**src/atapw_pkg.sv**
```systemverilog
/*
 * Constants, register map, command codes and carrier types for the
 * ATA PIO sector-write command block.
 * Assumes a 100 MHz core clock.
 */
`default_nettype none
package atapw_pkg;
	// Clock.
	localparam int CLK_NS = 10;
	// Time limits in their own units, and derived cycle counts (round down).
	localparam int T_DRQ_US = 700;
	localparam logic [31:0] DRQ_TO_CYC = 32'(T_DRQ_US * 1000 / CLK_NS);
	localparam longint T_SEC_S = 10;
	localparam logic [31:0] SEC_TO_CYC = 32'(T_SEC_S * 64'd1000000000 / CLK_NS);
	localparam longint T_INT_S = 30;
	localparam logic [31:0] MED_TO_CYC = 32'(T_INT_S * 64'd1000000000 / CLK_NS);
	localparam logic [31:0] RDY_CYC = 32'h0000_0040;
	// Task-file addresses (command block on cs0, control block on cs1).
	localparam logic [2:0] A_DATA = 3'h0;
	localparam logic [2:0] A_FEAT = 3'h1;
	localparam logic [2:0] A_COUNT = 3'h2;
	localparam logic [2:0] A_LOW = 3'h3;
	localparam logic [2:0] A_MID = 3'h4;
	localparam logic [2:0] A_HIGH = 3'h5;
	localparam logic [2:0] A_DEV = 3'h6;
	localparam logic [2:0] A_CMD = 3'h7;
	localparam logic [2:0] A_DEVCTL = 3'h6;
	// Field positions of error_report, device and control.
	localparam int ER_ABT = 2;
	localparam int DV_SEL = 4;
	localparam int DC_HOB = 7;
	localparam int DC_SRST = 2;
	localparam int DC_NIEN = 1;
	// Command codes.
	localparam logic [7:0] C_WR28 = 8'h30;
	localparam logic [7:0] C_WREXT = 8'h34;
	localparam logic [7:0] C_WVFY = 8'h3C;
	localparam logic [7:0] C_SSETPW = 8'hF1;
	localparam logic [7:0] C_SUNLK = 8'hF2;
	localparam logic [7:0] C_SERASE = 8'hF4;
	localparam logic [7:0] C_SDISPW = 8'hF6;
	// Transfer sizes.
	localparam logic [7:0] LAST_WORD = 8'hFF;
	localparam logic [16:0] CNT28_ZERO = 17'h00100;
	localparam logic [16:0] CNTEXT_ZERO = 17'h10000;
	// Command kinds.
	typedef enum logic [1:0] {
		K_NONE = 2'h0, K_W28 = 2'h1, K_WEXT = 2'h2, K_SEC = 2'h3
	} atapw_kind_t;
	// Engine states, Gray coded along idle, wait, transfer, media.
	typedef enum logic [2:0] {
		S_IDLE = 3'h0, S_WAIT = 3'h1, S_XFER = 3'h3, S_MEDIA = 3'h2,
		S_RESET = 3'h6
	} atapw_state_t;
	// One sector job handed to the media side.
	typedef struct packed {
		logic [47:0] lba;
		logic security;
		logic [7:0] code;
	} atapw_med_t;
endpackage
`default_nettype wire

```
**src/atapw_core.sv**
```systemverilog
/*
 * Device-side task-file logic for PIO sector writes (28-bit, 48-bit,
 * write-verify alias, and single-sector security commands) with reset and
 * BSY/DRQ/interrupt sequencing.
 * Assumes host bus pins are asynchronous and are synchronised here, and
 * that a media engine drains each full sector from the buffer.
 */
// Summary of operation
// - Command 34h takes write sectors from the host, then records them.
// - Sector data crosses the data register as 16-bit words, one per access.
// - An uncorrectable media error ends the write at the failing sector.
// - Extended count: current byte is bits 7-0, previous byte bits 15-8.
// - Extended count of zero means 65,536 sectors.
// - 48-bit address: current bytes give 23-0, previous bytes give 47-24.
// - After an error, address registers hold the first failing address.
// - Command 3Ch runs exactly as 30h, with no read-back verify.
// - BSY rises within 400 ns of any command code write; unsupported codes abort at once without setting BSY.
// - Power-on or bus reset: BSY within 400 ns, ready within 31 s.
// - Software reset: BSY within 400 ns, ready within 31 s of release.
// - Data-in: clear BSY, set DRQ and interrupt within 30 s.
// - Data-in: BSY again within 10 us of the 256th data read.
// - Data-out: clear BSY and set DRQ within 700 us.
// - Data-out: BSY within 5 us of the 256th data write.
// - Data-out block taken: BSY=0, RDY=1, interrupt within 30 s.
// - Standby power-up, first security command: data-request limit 10 s.
// - 28-bit write: count zero means 256 sectors; retry bit ignored.
`timescale 1ns/1ns
`default_nettype none
module atapw_core #(
	parameter logic [31:0] DRQ_TO = atapw_pkg::DRQ_TO_CYC,
	parameter logic [31:0] SEC_TO = atapw_pkg::SEC_TO_CYC,
	parameter logic [31:0] MED_TO = atapw_pkg::MED_TO_CYC,
	parameter logic [31:0] RDY_WAIT = atapw_pkg::RDY_CYC,
	parameter logic DEV_SEL = 1'b0
) (
	// Clock and power-on reset.
	input wire logic core_clk,
	input wire logic arst_n,
	// Host task-file bus pins.
	input wire logic hst_reset_n,
	input wire logic hst_cs0_n,
	input wire logic hst_cs1_n,
	input wire logic [2:0] hst_addr,
	input wire logic hst_wr_n,
	input wire logic hst_rd_n,
	input wire logic [15:0] hst_dd_in,
	output logic [15:0] hst_dd_out,
	output logic hst_dd_oe,
	output logic hst_intrq,
	// Power-up mode strap.
	input wire logic pwr_standby,
	// Media engine side.
	input wire logic med_spun,
	output logic med_req,
	output atapw_pkg::atapw_med_t med_cmd,
	input wire logic [7:0] med_raddr,
	output logic [15:0] med_rdata,
	input wire logic med_done,
	input wire logic med_err
);
	localparam int SW = 25;

	logic [SW-1:0] pin_s1;
	logic [SW-1:0] pin_s2;
	logic rst_s, cs0_s, cs1_s, wr_s, rd_s, stby_s;
	logic [2:0] addr_s;
	logic [15:0] dd_s;
	logic wr_q, rd_q;
	logic wr_pulse, rd_end, cmd_sel, ctl_sel, srst_act;
	logic cmd_wr, data_wr, status_rd, dev_wr;
	logic [15:0] feat, cnt, low, mid, high;
	logic [7:0] dev;
	logic hob, srst, nien;
	atapw_pkg::atapw_state_t state;
	atapw_pkg::atapw_kind_t kind;
	logic bsy, rdy, drq, errb, intrq_pend;
	logic [7:0] err_reg;
	logic [16:0] remaining;
	logic [47:0] cur_lba;
	logic [7:0] widx;
	logic ext, armed;
	logic tmr_load, tmr_exp;
	logic [31:0] tmr_val;
	logic rep_en;
	logic [47:0] rep_lba;
	logic [16:0] rep_cnt;
	logic standby, first_cmd;
	logic [7:0] status;

	// Sort a command code into the kinds this block executes.
	function automatic atapw_pkg::atapw_kind_t cmd_kind(input logic [7:0] c);
		if (c[7:1] == atapw_pkg::C_WR28[7:1] || c == atapw_pkg::C_WVFY) begin
			cmd_kind = atapw_pkg::K_W28;
		end else if (c == atapw_pkg::C_WREXT) begin
			cmd_kind = atapw_pkg::K_WEXT;
		end else if (c == atapw_pkg::C_SSETPW || c == atapw_pkg::C_SUNLK ||
				c == atapw_pkg::C_SERASE || c == atapw_pkg::C_SDISPW) begin
			cmd_kind = atapw_pkg::K_SEC;
		end else begin
			cmd_kind = atapw_pkg::K_NONE;
		end
	endfunction

	////////////////////////////////////////////////////////////////////////
	// Pin synchronisers and strobe edges.

	// Two flip-flops on every host pin and the strap before use.
	always_ff @(posedge core_clk or negedge arst_n) begin
		if (!arst_n) begin
			pin_s1 <= {SW{1'b1}};
			pin_s2 <= {SW{1'b1}};
		end else begin
			pin_s1 <= {hst_reset_n, hst_cs0_n, hst_cs1_n, hst_addr, hst_wr_n,
				hst_rd_n, hst_dd_in, pwr_standby};
			pin_s2 <= pin_s1;
		end
	end

	// Unpack the synchronised pins.
	assign {rst_s, cs0_s, cs1_s, addr_s, wr_s, rd_s, dd_s, stby_s} = pin_s2;

	// Delayed strobes for edge detection.
	always_ff @(posedge core_clk or negedge arst_n) begin
		if (!arst_n) begin
			wr_q <= 1'b1;
			rd_q <= 1'b1;
		end else begin
			wr_q <= wr_s;
			rd_q <= rd_s;
		end
	end

	// Accesses complete on the rising edge of the strobe.
	assign wr_pulse = wr_s & ~wr_q;
	assign rd_end = rd_s & ~rd_q;
	assign cmd_sel = ~cs0_s & cs1_s;
	assign ctl_sel = cs0_s & ~cs1_s & (addr_s == atapw_pkg::A_DEVCTL);
	assign srst_act = srst | ~rst_s;
	assign cmd_wr = wr_pulse & cmd_sel & (addr_s == atapw_pkg::A_CMD) &
		(dev[atapw_pkg::DV_SEL] == DEV_SEL) & ~bsy & ~srst_act;
	assign data_wr = wr_pulse & cmd_sel & (addr_s == atapw_pkg::A_DATA) &
		drq & (state == atapw_pkg::S_XFER);
	assign status_rd = rd_end & cmd_sel & (addr_s == atapw_pkg::A_CMD);
	assign dev_wr = wr_pulse & cmd_sel & (addr_s == atapw_pkg::A_DEV);
	assign kind = cmd_kind(dd_s[7:0]);

	////////////////////////////////////////////////////////////////////////
	// Task-file registers.

	// Byte registers keep current and previous values; results are loaded
	// back when a command ends.
	always_ff @(posedge core_clk or negedge arst_n) begin
		if (!arst_n) begin
			feat <= 16'h0000;
			cnt <= 16'h0000;
			low <= 16'h0000;
			mid <= 16'h0000;
			high <= 16'h0000;
			dev <= 8'h00;
		end else if (rep_en) begin
			cnt <= rep_cnt[15:0];
			if (ext) begin
				low <= {rep_lba[31:24], rep_lba[7:0]};
				mid <= {rep_lba[39:32], rep_lba[15:8]};
				high <= {rep_lba[47:40], rep_lba[23:16]};
			end else begin
				low[7:0] <= rep_lba[7:0];
				mid[7:0] <= rep_lba[15:8];
				high[7:0] <= rep_lba[23:16];
				dev[3:0] <= rep_lba[27:24];
			end
		end else if (wr_pulse && cmd_sel && !bsy) begin
			case (addr_s)
				atapw_pkg::A_FEAT: feat <= {feat[7:0], dd_s[7:0]};
				atapw_pkg::A_COUNT: cnt <= {cnt[7:0], dd_s[7:0]};
				atapw_pkg::A_LOW: low <= {low[7:0], dd_s[7:0]};
				atapw_pkg::A_MID: mid <= {mid[7:0], dd_s[7:0]};
				atapw_pkg::A_HIGH: high <= {high[7:0], dd_s[7:0]};
				atapw_pkg::A_DEV: dev <= dd_s[7:0];
				default: ;
			endcase
		end
	end

	// Device control: soft reset, interrupt disable and high-order select.
	// Any command block write drops the high-order select.
	always_ff @(posedge core_clk or negedge arst_n) begin
		if (!arst_n) begin
			hob <= 1'b0;
			srst <= 1'b0;
			nien <= 1'b0;
		end else if (wr_pulse && ctl_sel) begin
			hob <= dd_s[atapw_pkg::DC_HOB];
			srst <= dd_s[atapw_pkg::DC_SRST];
			nien <= dd_s[atapw_pkg::DC_NIEN];
		end else if ((wr_pulse && cmd_sel) || dev_wr) begin
			hob <= 1'b0;
		end
	end

	// Follow the synchronised strap until the first command is taken.
	always_ff @(posedge core_clk or negedge arst_n) begin
		if (!arst_n) begin
			standby <= 1'b0;
			first_cmd <= 1'b1;
		end else begin
			if (first_cmd) begin
				standby <= stby_s;
			end
			if (cmd_wr) begin
				first_cmd <= 1'b0;
			end
		end
	end

	////////////////////////////////////////////////////////////////////////
	// Command engine.

	// Reset handling, command setup, data phase and media completion.
	always_ff @(posedge core_clk or negedge arst_n) begin
		if (!arst_n) begin
			state <= atapw_pkg::S_RESET;
			bsy <= 1'b1;
			rdy <= 1'b0;
			drq <= 1'b0;
			errb <= 1'b0;
			err_reg <= 8'h00;
			intrq_pend <= 1'b0;
			remaining <= 17'h00000;
			cur_lba <= 48'h0;
			widx <= 8'h00;
			ext <= 1'b0;
			armed <= 1'b0;
			tmr_load <= 1'b0;
			tmr_val <= 32'h0;
			rep_en <= 1'b0;
			rep_lba <= 48'h0;
			rep_cnt <= 17'h00000;
			med_req <= 1'b0;
			med_cmd <= '0;
		end else begin
			tmr_load <= 1'b0;
			rep_en <= 1'b0;
			med_req <= 1'b0;
			if (status_rd) begin
				intrq_pend <= 1'b0;
			end
			if (srst_act) begin
				state <= atapw_pkg::S_RESET;
				bsy <= 1'b1;
				rdy <= 1'b0;
				drq <= 1'b0;
				intrq_pend <= 1'b0;
				armed <= 1'b0;
			end else begin
				case (state)
					atapw_pkg::S_RESET: begin
						if (!armed) begin
							armed <= 1'b1;
							tmr_load <= 1'b1;
							tmr_val <= RDY_WAIT;
						end else if (tmr_exp) begin
							bsy <= 1'b0;
							rdy <= 1'b1;
							errb <= 1'b0;
							err_reg <= 8'h00;
							state <= atapw_pkg::S_IDLE;
						end
					end
					atapw_pkg::S_IDLE: begin
						if (cmd_wr) begin
							bsy <= 1'b1;
							errb <= 1'b0;
							err_reg <= 8'h00;
							widx <= 8'h00;
							ext <= (kind == atapw_pkg::K_WEXT);
							med_cmd.code <= dd_s[7:0];
							med_cmd.security <= (kind == atapw_pkg::K_SEC);
							tmr_load <= 1'b1;
							if (standby && first_cmd && kind == atapw_pkg::K_SEC) begin
								tmr_val <= SEC_TO;
							end else begin
								tmr_val <= DRQ_TO;
							end
							state <= atapw_pkg::S_WAIT;
							case (kind)
								atapw_pkg::K_WEXT: begin
									cur_lba <= {high[15:8], mid[15:8], low[15:8],
										high[7:0], mid[7:0], low[7:0]};
									remaining <= (cnt == 16'h0000) ?
										atapw_pkg::CNTEXT_ZERO : {1'b0, cnt};
								end
								atapw_pkg::K_W28: begin
									cur_lba <= {20'h00000, dev[3:0], high[7:0],
										mid[7:0], low[7:0]};
									remaining <= (cnt[7:0] == 8'h00) ?
										atapw_pkg::CNT28_ZERO : {9'h000, cnt[7:0]};
								end
								atapw_pkg::K_SEC: begin
									cur_lba <= 48'h0;
									remaining <= 17'h00001;
								end
								default: begin
									// Unsupported code: abort at once.
									bsy <= 1'b0;
									errb <= 1'b1;
									err_reg[atapw_pkg::ER_ABT] <= 1'b1;
									intrq_pend <= 1'b1;
									tmr_load <= 1'b0;
									state <= atapw_pkg::S_IDLE;
								end
							endcase
						end
					end
					atapw_pkg::S_WAIT: begin
						// Ask for data once the media is ready to take it.
						if (med_spun) begin
							bsy <= 1'b0;
							drq <= 1'b1;
							state <= atapw_pkg::S_XFER;
						end else if (tmr_exp) begin
							bsy <= 1'b0;
							errb <= 1'b1;
							err_reg[atapw_pkg::ER_ABT] <= 1'b1;
							intrq_pend <= 1'b1;
							state <= atapw_pkg::S_IDLE;
						end
					end
					atapw_pkg::S_XFER: begin
						if (data_wr) begin
							widx <= widx + 8'h01;
							if (widx == atapw_pkg::LAST_WORD) begin
								bsy <= 1'b1;
								drq <= 1'b0;
								med_req <= 1'b1;
								med_cmd.lba <= cur_lba;
								tmr_load <= 1'b1;
								tmr_val <= MED_TO;
								state <= atapw_pkg::S_MEDIA;
							end
						end
					end
					atapw_pkg::S_MEDIA: begin
						if ((med_done && med_err) || tmr_exp) begin
							// Stop here and report the failing sector.
							bsy <= 1'b0;
							errb <= 1'b1;
							err_reg[atapw_pkg::ER_ABT] <= 1'b1;
							intrq_pend <= 1'b1;
							rep_en <= 1'b1;
							rep_lba <= cur_lba;
							rep_cnt <= remaining;
							state <= atapw_pkg::S_IDLE;
						end else if (med_done) begin
							remaining <= remaining - 17'h00001;
							cur_lba <= cur_lba + 48'h1;
							bsy <= 1'b0;
							intrq_pend <= 1'b1;
							widx <= 8'h00;
							if (remaining == 17'h00001) begin
								rdy <= 1'b1;
								rep_en <= 1'b1;
								rep_lba <= cur_lba;
								rep_cnt <= 17'h00000;
								state <= atapw_pkg::S_IDLE;
							end else begin
								drq <= 1'b1;
								state <= atapw_pkg::S_XFER;
							end
						end
					end
					default: state <= atapw_pkg::S_RESET;
				endcase
			end
		end
	end

	////////////////////////////////////////////////////////////////////////
	// Read path and interrupt line.

	// Status byte: busy, ready, seek complete, data request, error.
	assign status = {bsy, rdy, 1'b0, rdy, drq, 2'b00, errb};

	// Register the read data while the host holds a read strobe.
	// Data register reads return zero, as this block
	// has no data-in phase.
	always_ff @(posedge core_clk or negedge arst_n) begin
		if (!arst_n) begin
			hst_dd_out <= 16'h0000;
			hst_dd_oe <= 1'b0;
		end else begin
			hst_dd_oe <= ~rd_s & (cmd_sel | ctl_sel) &
				(dev[atapw_pkg::DV_SEL] == DEV_SEL);
			if (ctl_sel) begin
				hst_dd_out <= {8'h00, status};
			end else begin
				case (addr_s)
					atapw_pkg::A_DATA: hst_dd_out <= 16'h0000;
					atapw_pkg::A_FEAT: hst_dd_out <= {8'h00, err_reg};
					atapw_pkg::A_COUNT: hst_dd_out <= {8'h00, hob ? cnt[15:8] : cnt[7:0]};
					atapw_pkg::A_LOW: hst_dd_out <= {8'h00, hob ? low[15:8] : low[7:0]};
					atapw_pkg::A_MID: hst_dd_out <= {8'h00, hob ? mid[15:8] : mid[7:0]};
					atapw_pkg::A_HIGH: hst_dd_out <= {8'h00, hob ? high[15:8] : high[7:0]};
					atapw_pkg::A_DEV: hst_dd_out <= {8'h00, dev};
					default: hst_dd_out <= {8'h00, status};
				endcase
			end
		end
	end

	// Interrupt is held until the status register is read.
	assign hst_intrq = intrq_pend & ~nien;

	////////////////////////////////////////////////////////////////////////
	// Submodules.

	// Timer for reset recovery, data request and media limits.
	atapw_timer #(.W(32)) u_timer (
		.core_clk(core_clk),
		.arst_n(arst_n),
		.load(tmr_load),
		.load_val(tmr_val),
		.expired(tmr_exp)
	);

	// One-sector buffer between host words and the media engine.
	atapw_buf #(.W(16), .A(8)) u_buf (
		.core_clk(core_clk),
		.we(data_wr),
		.waddr(widx),
		.wdata(dd_s),
		.raddr(med_raddr),
		.rdata(med_rdata)
	);
endmodule
`default_nettype wire

```
**src/atapw_timer.sv**
```systemverilog
/*
 * Loadable down-counter that gives a one-cycle pulse when the loaded
 * number of cycles has elapsed.
 * Assumes a single clock; a load restarts the count at once.
 */
`timescale 1ns/1ns
`default_nettype none
module atapw_timer #(
	parameter int W = 32
) (
	// Clock and reset.
	input wire logic core_clk,
	input wire logic arst_n,
	// Control.
	input wire logic load,
	input wire logic [W-1:0] load_val,
	// Result.
	output logic expired
);
	logic [W-1:0] cnt;
	logic run;

	// Count down while running and pulse on the last cycle.
	always_ff @(posedge core_clk or negedge arst_n) begin
		if (!arst_n) begin
			cnt <= '0;
			run <= 1'b0;
			expired <= 1'b0;
		end else begin
			expired <= 1'b0;
			if (load) begin
				cnt <= (load_val == '0) ? W'(1) : load_val;
				run <= 1'b1;
			end else if (run) begin
				if (cnt == W'(1)) begin
					run <= 1'b0;
					expired <= 1'b1;
				end
				cnt <= cnt - W'(1);
			end
		end
	end
endmodule
`default_nettype wire

```
**src/atapw_buf.sv**
```systemverilog
/*
 * Sector buffer: simple dual-port memory with a registered read port.
 * Assumes the writer and reader never touch one word in one cycle.
 */
`timescale 1ns/1ns
`default_nettype none
module atapw_buf #(
	parameter int W = 16,
	parameter int A = 8
) (
	// Clock.
	input wire logic core_clk,
	// Write port.
	input wire logic we,
	input wire logic [A-1:0] waddr,
	input wire logic [W-1:0] wdata,
	// Read port.
	input wire logic [A-1:0] raddr,
	output logic [W-1:0] rdata
);
	logic [W-1:0] mem [0:(1<<A)-1];

	// Store a word and register the read word.
	always_ff @(posedge core_clk) begin
		if (we) begin
			mem[waddr] <= wdata;
		end
		rdata <= mem[raddr];
	end
endmodule
`default_nettype wire

```
**config.mk**
```make
export PLATFORM = sky130hd
export DESIGN_NAME = atapw_core
export DESIGN_NICKNAME = d
export VERILOG_FILES = /design/src/atapw_pkg.sv /design/src/atapw_core.sv /design/src/atapw_timer.sv /design/src/atapw_buf.sv
export SDC_FILE = /design/constraint.sdc
export NUM_CORES = 2
export LEC_CHECK = 0
export BUFFER_PORTS_ARGS = -buffer_cell sky130_fd_sc_hd__buf_2
export CAP_MARGIN = 20
export CELL_PAD_IN_SITES_DETAIL_PLACEMENT = 0
export CELL_PAD_IN_SITES_GLOBAL_PLACEMENT = 1
export CORE_UTILIZATION = 55
export DETAILED_ROUTE_END_ITERATION = 10
export PLACE_DENSITY = 0.87
export SYNTH_ARGS = -nofsm -noshare
export SYNTH_HDL_FRONTEND = slang
export SYNTH_SLANG_ARGS = --single-unit
```
**constraint.sdc**
```tcl
create_clock -name core_clk -period 4.91 [get_ports core_clk]
set_input_delay 0.982 -clock core_clk [delete_from_list [all_inputs] [get_ports core_clk]]
set_output_delay 0.982 -clock core_clk [all_outputs]
set_load 0.02 [all_outputs]
```
==> impl_metrics.py <==
metrics = {
    "worst_setup_path": {
        "startpoint": "pin_s2[22]",
        "reg2regPathDepth": 7,
        "crit_required_ps": 5540,
        "critPathCaptureType": "flip-flop",
        "rrSetupSlack_ps": 730,
        "timing.rr.end": "u_buf.mem[221][7]",
        "critical_path_class": "reg -> reg",
        "start_kind": "flip-flop",
        "endpoint": "u_buf.mem[221][7]",
        "cp_max_fo": 16,
        "reg2reg_from": "pin_s2[22]",
        "arrival_ps": 4810,
    },
    "grt": {
        "use_met2_pct": 46.89,
        "grt_max_degree": 158,
        "grt-busiest-layer": "met2",
        "overflow": 0,
        "grt_first_pass_wirelength_mm": 704.3,
        "use_met1_pct": 41.59,
        "grt_pass1_vias": 96550,
        "globalRouteMet3Util_pct": 7.333,
        "grt_usage_pct": 30.40,
        "antenna_found_initial": 40,
    },
    "die": {
        "initial_utilization_pct": 55.50,
        "die-area_mm2": 0.3243,
        "io_pins": 130,
        "row_count": 207,
        "die_h_um": 569.5,
        "die_width_um": 569.5,
        "coreArea_mm2": 0.3191,
    },
    "placement": {
        "place_area_mm2": 0.1854,
        "portBuffers": 121,
        "gp_congestion": 0.9500,
        "dp.cells": 13576,
        "dpl.hpwl_mm": 290.3,
    },
    "logic_synthesis": {
        "synth_cells": 9115,
        "syn_avg_cell_area_um2": 19.43,
        "yosys-top-cells-area": "edfxtp_1, mux4_2, dfrtp_1, mux2i_1, mux2_2",
        "async_reset_ff_share_pct": 8.561,
        "synth_seq_cells": 4497,
        "yosysWarnings": 0,
        "syn_area_mm2": 0.1771,
        "synth-main-ff-cell": "edfxtp_1",
        "synth_top_area_cell": "edfxtp_1",
        "yosysSeqAreaShare_pct": 75.11,
        "synth_top_cell_area_share_pct": 69.45,
        "synth_edf_count": 4096,
        "ys_types": 95,
    },
    "cells_and_area": {
        "layout_common_cells": "edfxtp_1, mux4_2, buf_4",
        "fin_cells": 14400,
        "fin_util_pct": 62.55,
        "nNetsFinal": 9775,
        "syn2layout_area_growth_pct": 12.69,
        "final_layout_size_suffix_gt1_share_pct": 25.34,
        "fin_area_mm2": 0.1996,
        "final_common_cell": "edfxtp_1",
    },
    "timing": {
        "rsz0062_at_grt": "false",
        "period_share_pct": 85.16,
        "hold_viol_final": 0,
        "hold_ws_ps": 60.03,
        "final.min_clock_period_ps": 4181,
        "drv_slew": 0,
        "setup_violations": 0,
        "finClkSkew_ps": 116.0,
        "fmax_mhz": 239.2,
        "max_slew_margin_pct": 7.644,
        "worst_pin_slew_ps": 1385,
    },
    "route": {
        "drc_errors": 0,
        "routed-via-count": 99220,
        "detail_route.vias_per_cell": 6.890,
        "drt_iter0_drc": 16872,
        "postRouteAntennaNets": 0,
        "first_pass_iters": 9,
        "wl_per_cell_um": 34.53,
        "wirelength_mm": 497.3,
    },
    "power_and_ir_drop": {
        "vdd_drop_max_v": 0.0003708,
        "p_per_area_mw_per_mm2": 397.9,
        "power_leakage_nw": 65.74,
    },
    "clock_tree": {
        "cts-root-buf": "clkbuf_16",
        "cts_setup_buffers": 0,
        "clkLatencyLatePin_ps": 1030,
        "clock_path_buffers": 4,
        "cts_tree": "built",
        "htreeDepth": 5,
        "cts_buffers": 428,
        "hold_buffers": 1,
        "cts_sinks": 4497,
        "cts_resized": 0,
        "cts.clk_slew.worst_paths_ps": 60,
    },
    "run": {
        "max_cap_violations": 0,
    },
    "status": {
        "outcome": "completed",
    },
    "min_path": {
        "worstHoldPathCells": 1,
        "hp-class": "in -> reg",
    },
}
[worst min-delay path by stage]
| stage | to | from |
|---|---|---|
| floorplan | pin_s2[0] | pin_s1[0] |
| global placement | pin_s2[9] | pin_s1[9] |
| detailed placement | pin_s2[20] | pin_s1[20] |
| CTS | pin_s1[4] | hst_dd_in[3] |
| global route | pin_s1[4] | hst_dd_in[3] |
| finish | pin_s1[4] | hst_dd_in[3] |
[where the power goes]
group          switching (mW)  internal [mW]
sequential              0.341           41.9
clock                    14.5           18.7
combinational            2.60           1.38
[synth_stat cells (all sizes together), types with 15 or more instances]
cell type / count
inv: 24
xnor2: 24
nand2: 352
o221ai: 93
a22oi: 79
a22o: 63
a211oi: 34
nand4: 24
o32a: 15
o21ai: 248
dfxtp: 16
nor2b: 22
a31oi: 23
dfrtp: 329
edfxtp: 4096
nand2b: 17
o22ai: 138
dfstp: 56
nand3: 56
a21oi: 315
and3: 17
clkbuf: 270
a221o: 26
mux2: 219
nor3: 130
a2111oi: 15
nor2: 476
a221oi: 122
or4: 23
mux2i: 397
buf: 293
nor4: 53
mux4: 864
[layer usage]
metal  wire, µm  share of wire (%)
met5        310              0.062
met4      25610                5.1
met3      65690                 13
met2     230800                 46
met1     174900                 35
[state kept, by name, summed over array words and instances (netlist names), 3 cells and up]
signal / flops
pin_s1: 25
u_timer.cnt: 32
med_cmd: 57
cnt: 16
widx: 8
tmr_val: 6
remaining: 17
hst_dd_out: 8
u_buf.mem: 4096
cur_lba: 48
low: 16
u_buf.rdata: 16
pin_s2: 25
rep_cnt: 16
dev: 8
rep_lba: 48
high: 16
state: 3
mid: 16
[critical path, cell delays in order (launching register included)]
cell       delay (ps)
dfstp_2           580
nand4bb_1         180
or4_1             670
nor2_1            340
and3_1            510
nand2_1           630
nor2_1            540
buf_4             330
[stage by stage]
step	TNS, ps	setup WS [ps]	total power, mW
after global routing	0	630.7	81.05
final	0	728.6	79.42
after CTS	0	793.6	79.49
after detailed placement	-188.3	-188.3	46.90
after floorplan	0	572.8	45.30
after global placement	-3680	-753.0	46.79
[cell families after synthesis]
family,count (synthesis),synth area share (%)
other,1,0.002117
adders and majority gates,9,0.06358
and+or+nand+nor,1243,3.193
buffers and inverters,596,2.006
DFF,4497,75.11
muxes,1480,14.67
AOI/OAI and AO/OA,1257,4.797
xor gates and xnor gates,32,0.1582
[area by class of cell]
| class | count | area, µm² |
|---|---|---|
| flip-flops and latches | 4497 | 133100 |
| multi-input cells | 4029 | 40730 |
| well taps | 4284 | 5360 |
| inverters | 26 | 110.1 |
| fillers | 20790 | 119500 |
| clock inverters | 251 | 2556 |
| repair buffers | 746 | 6191 |
| diodes | 21 | 52.55 |
| clock buffers | 546 | 11510 |
No activity file was read; power rests on OpenSTA's default activity.
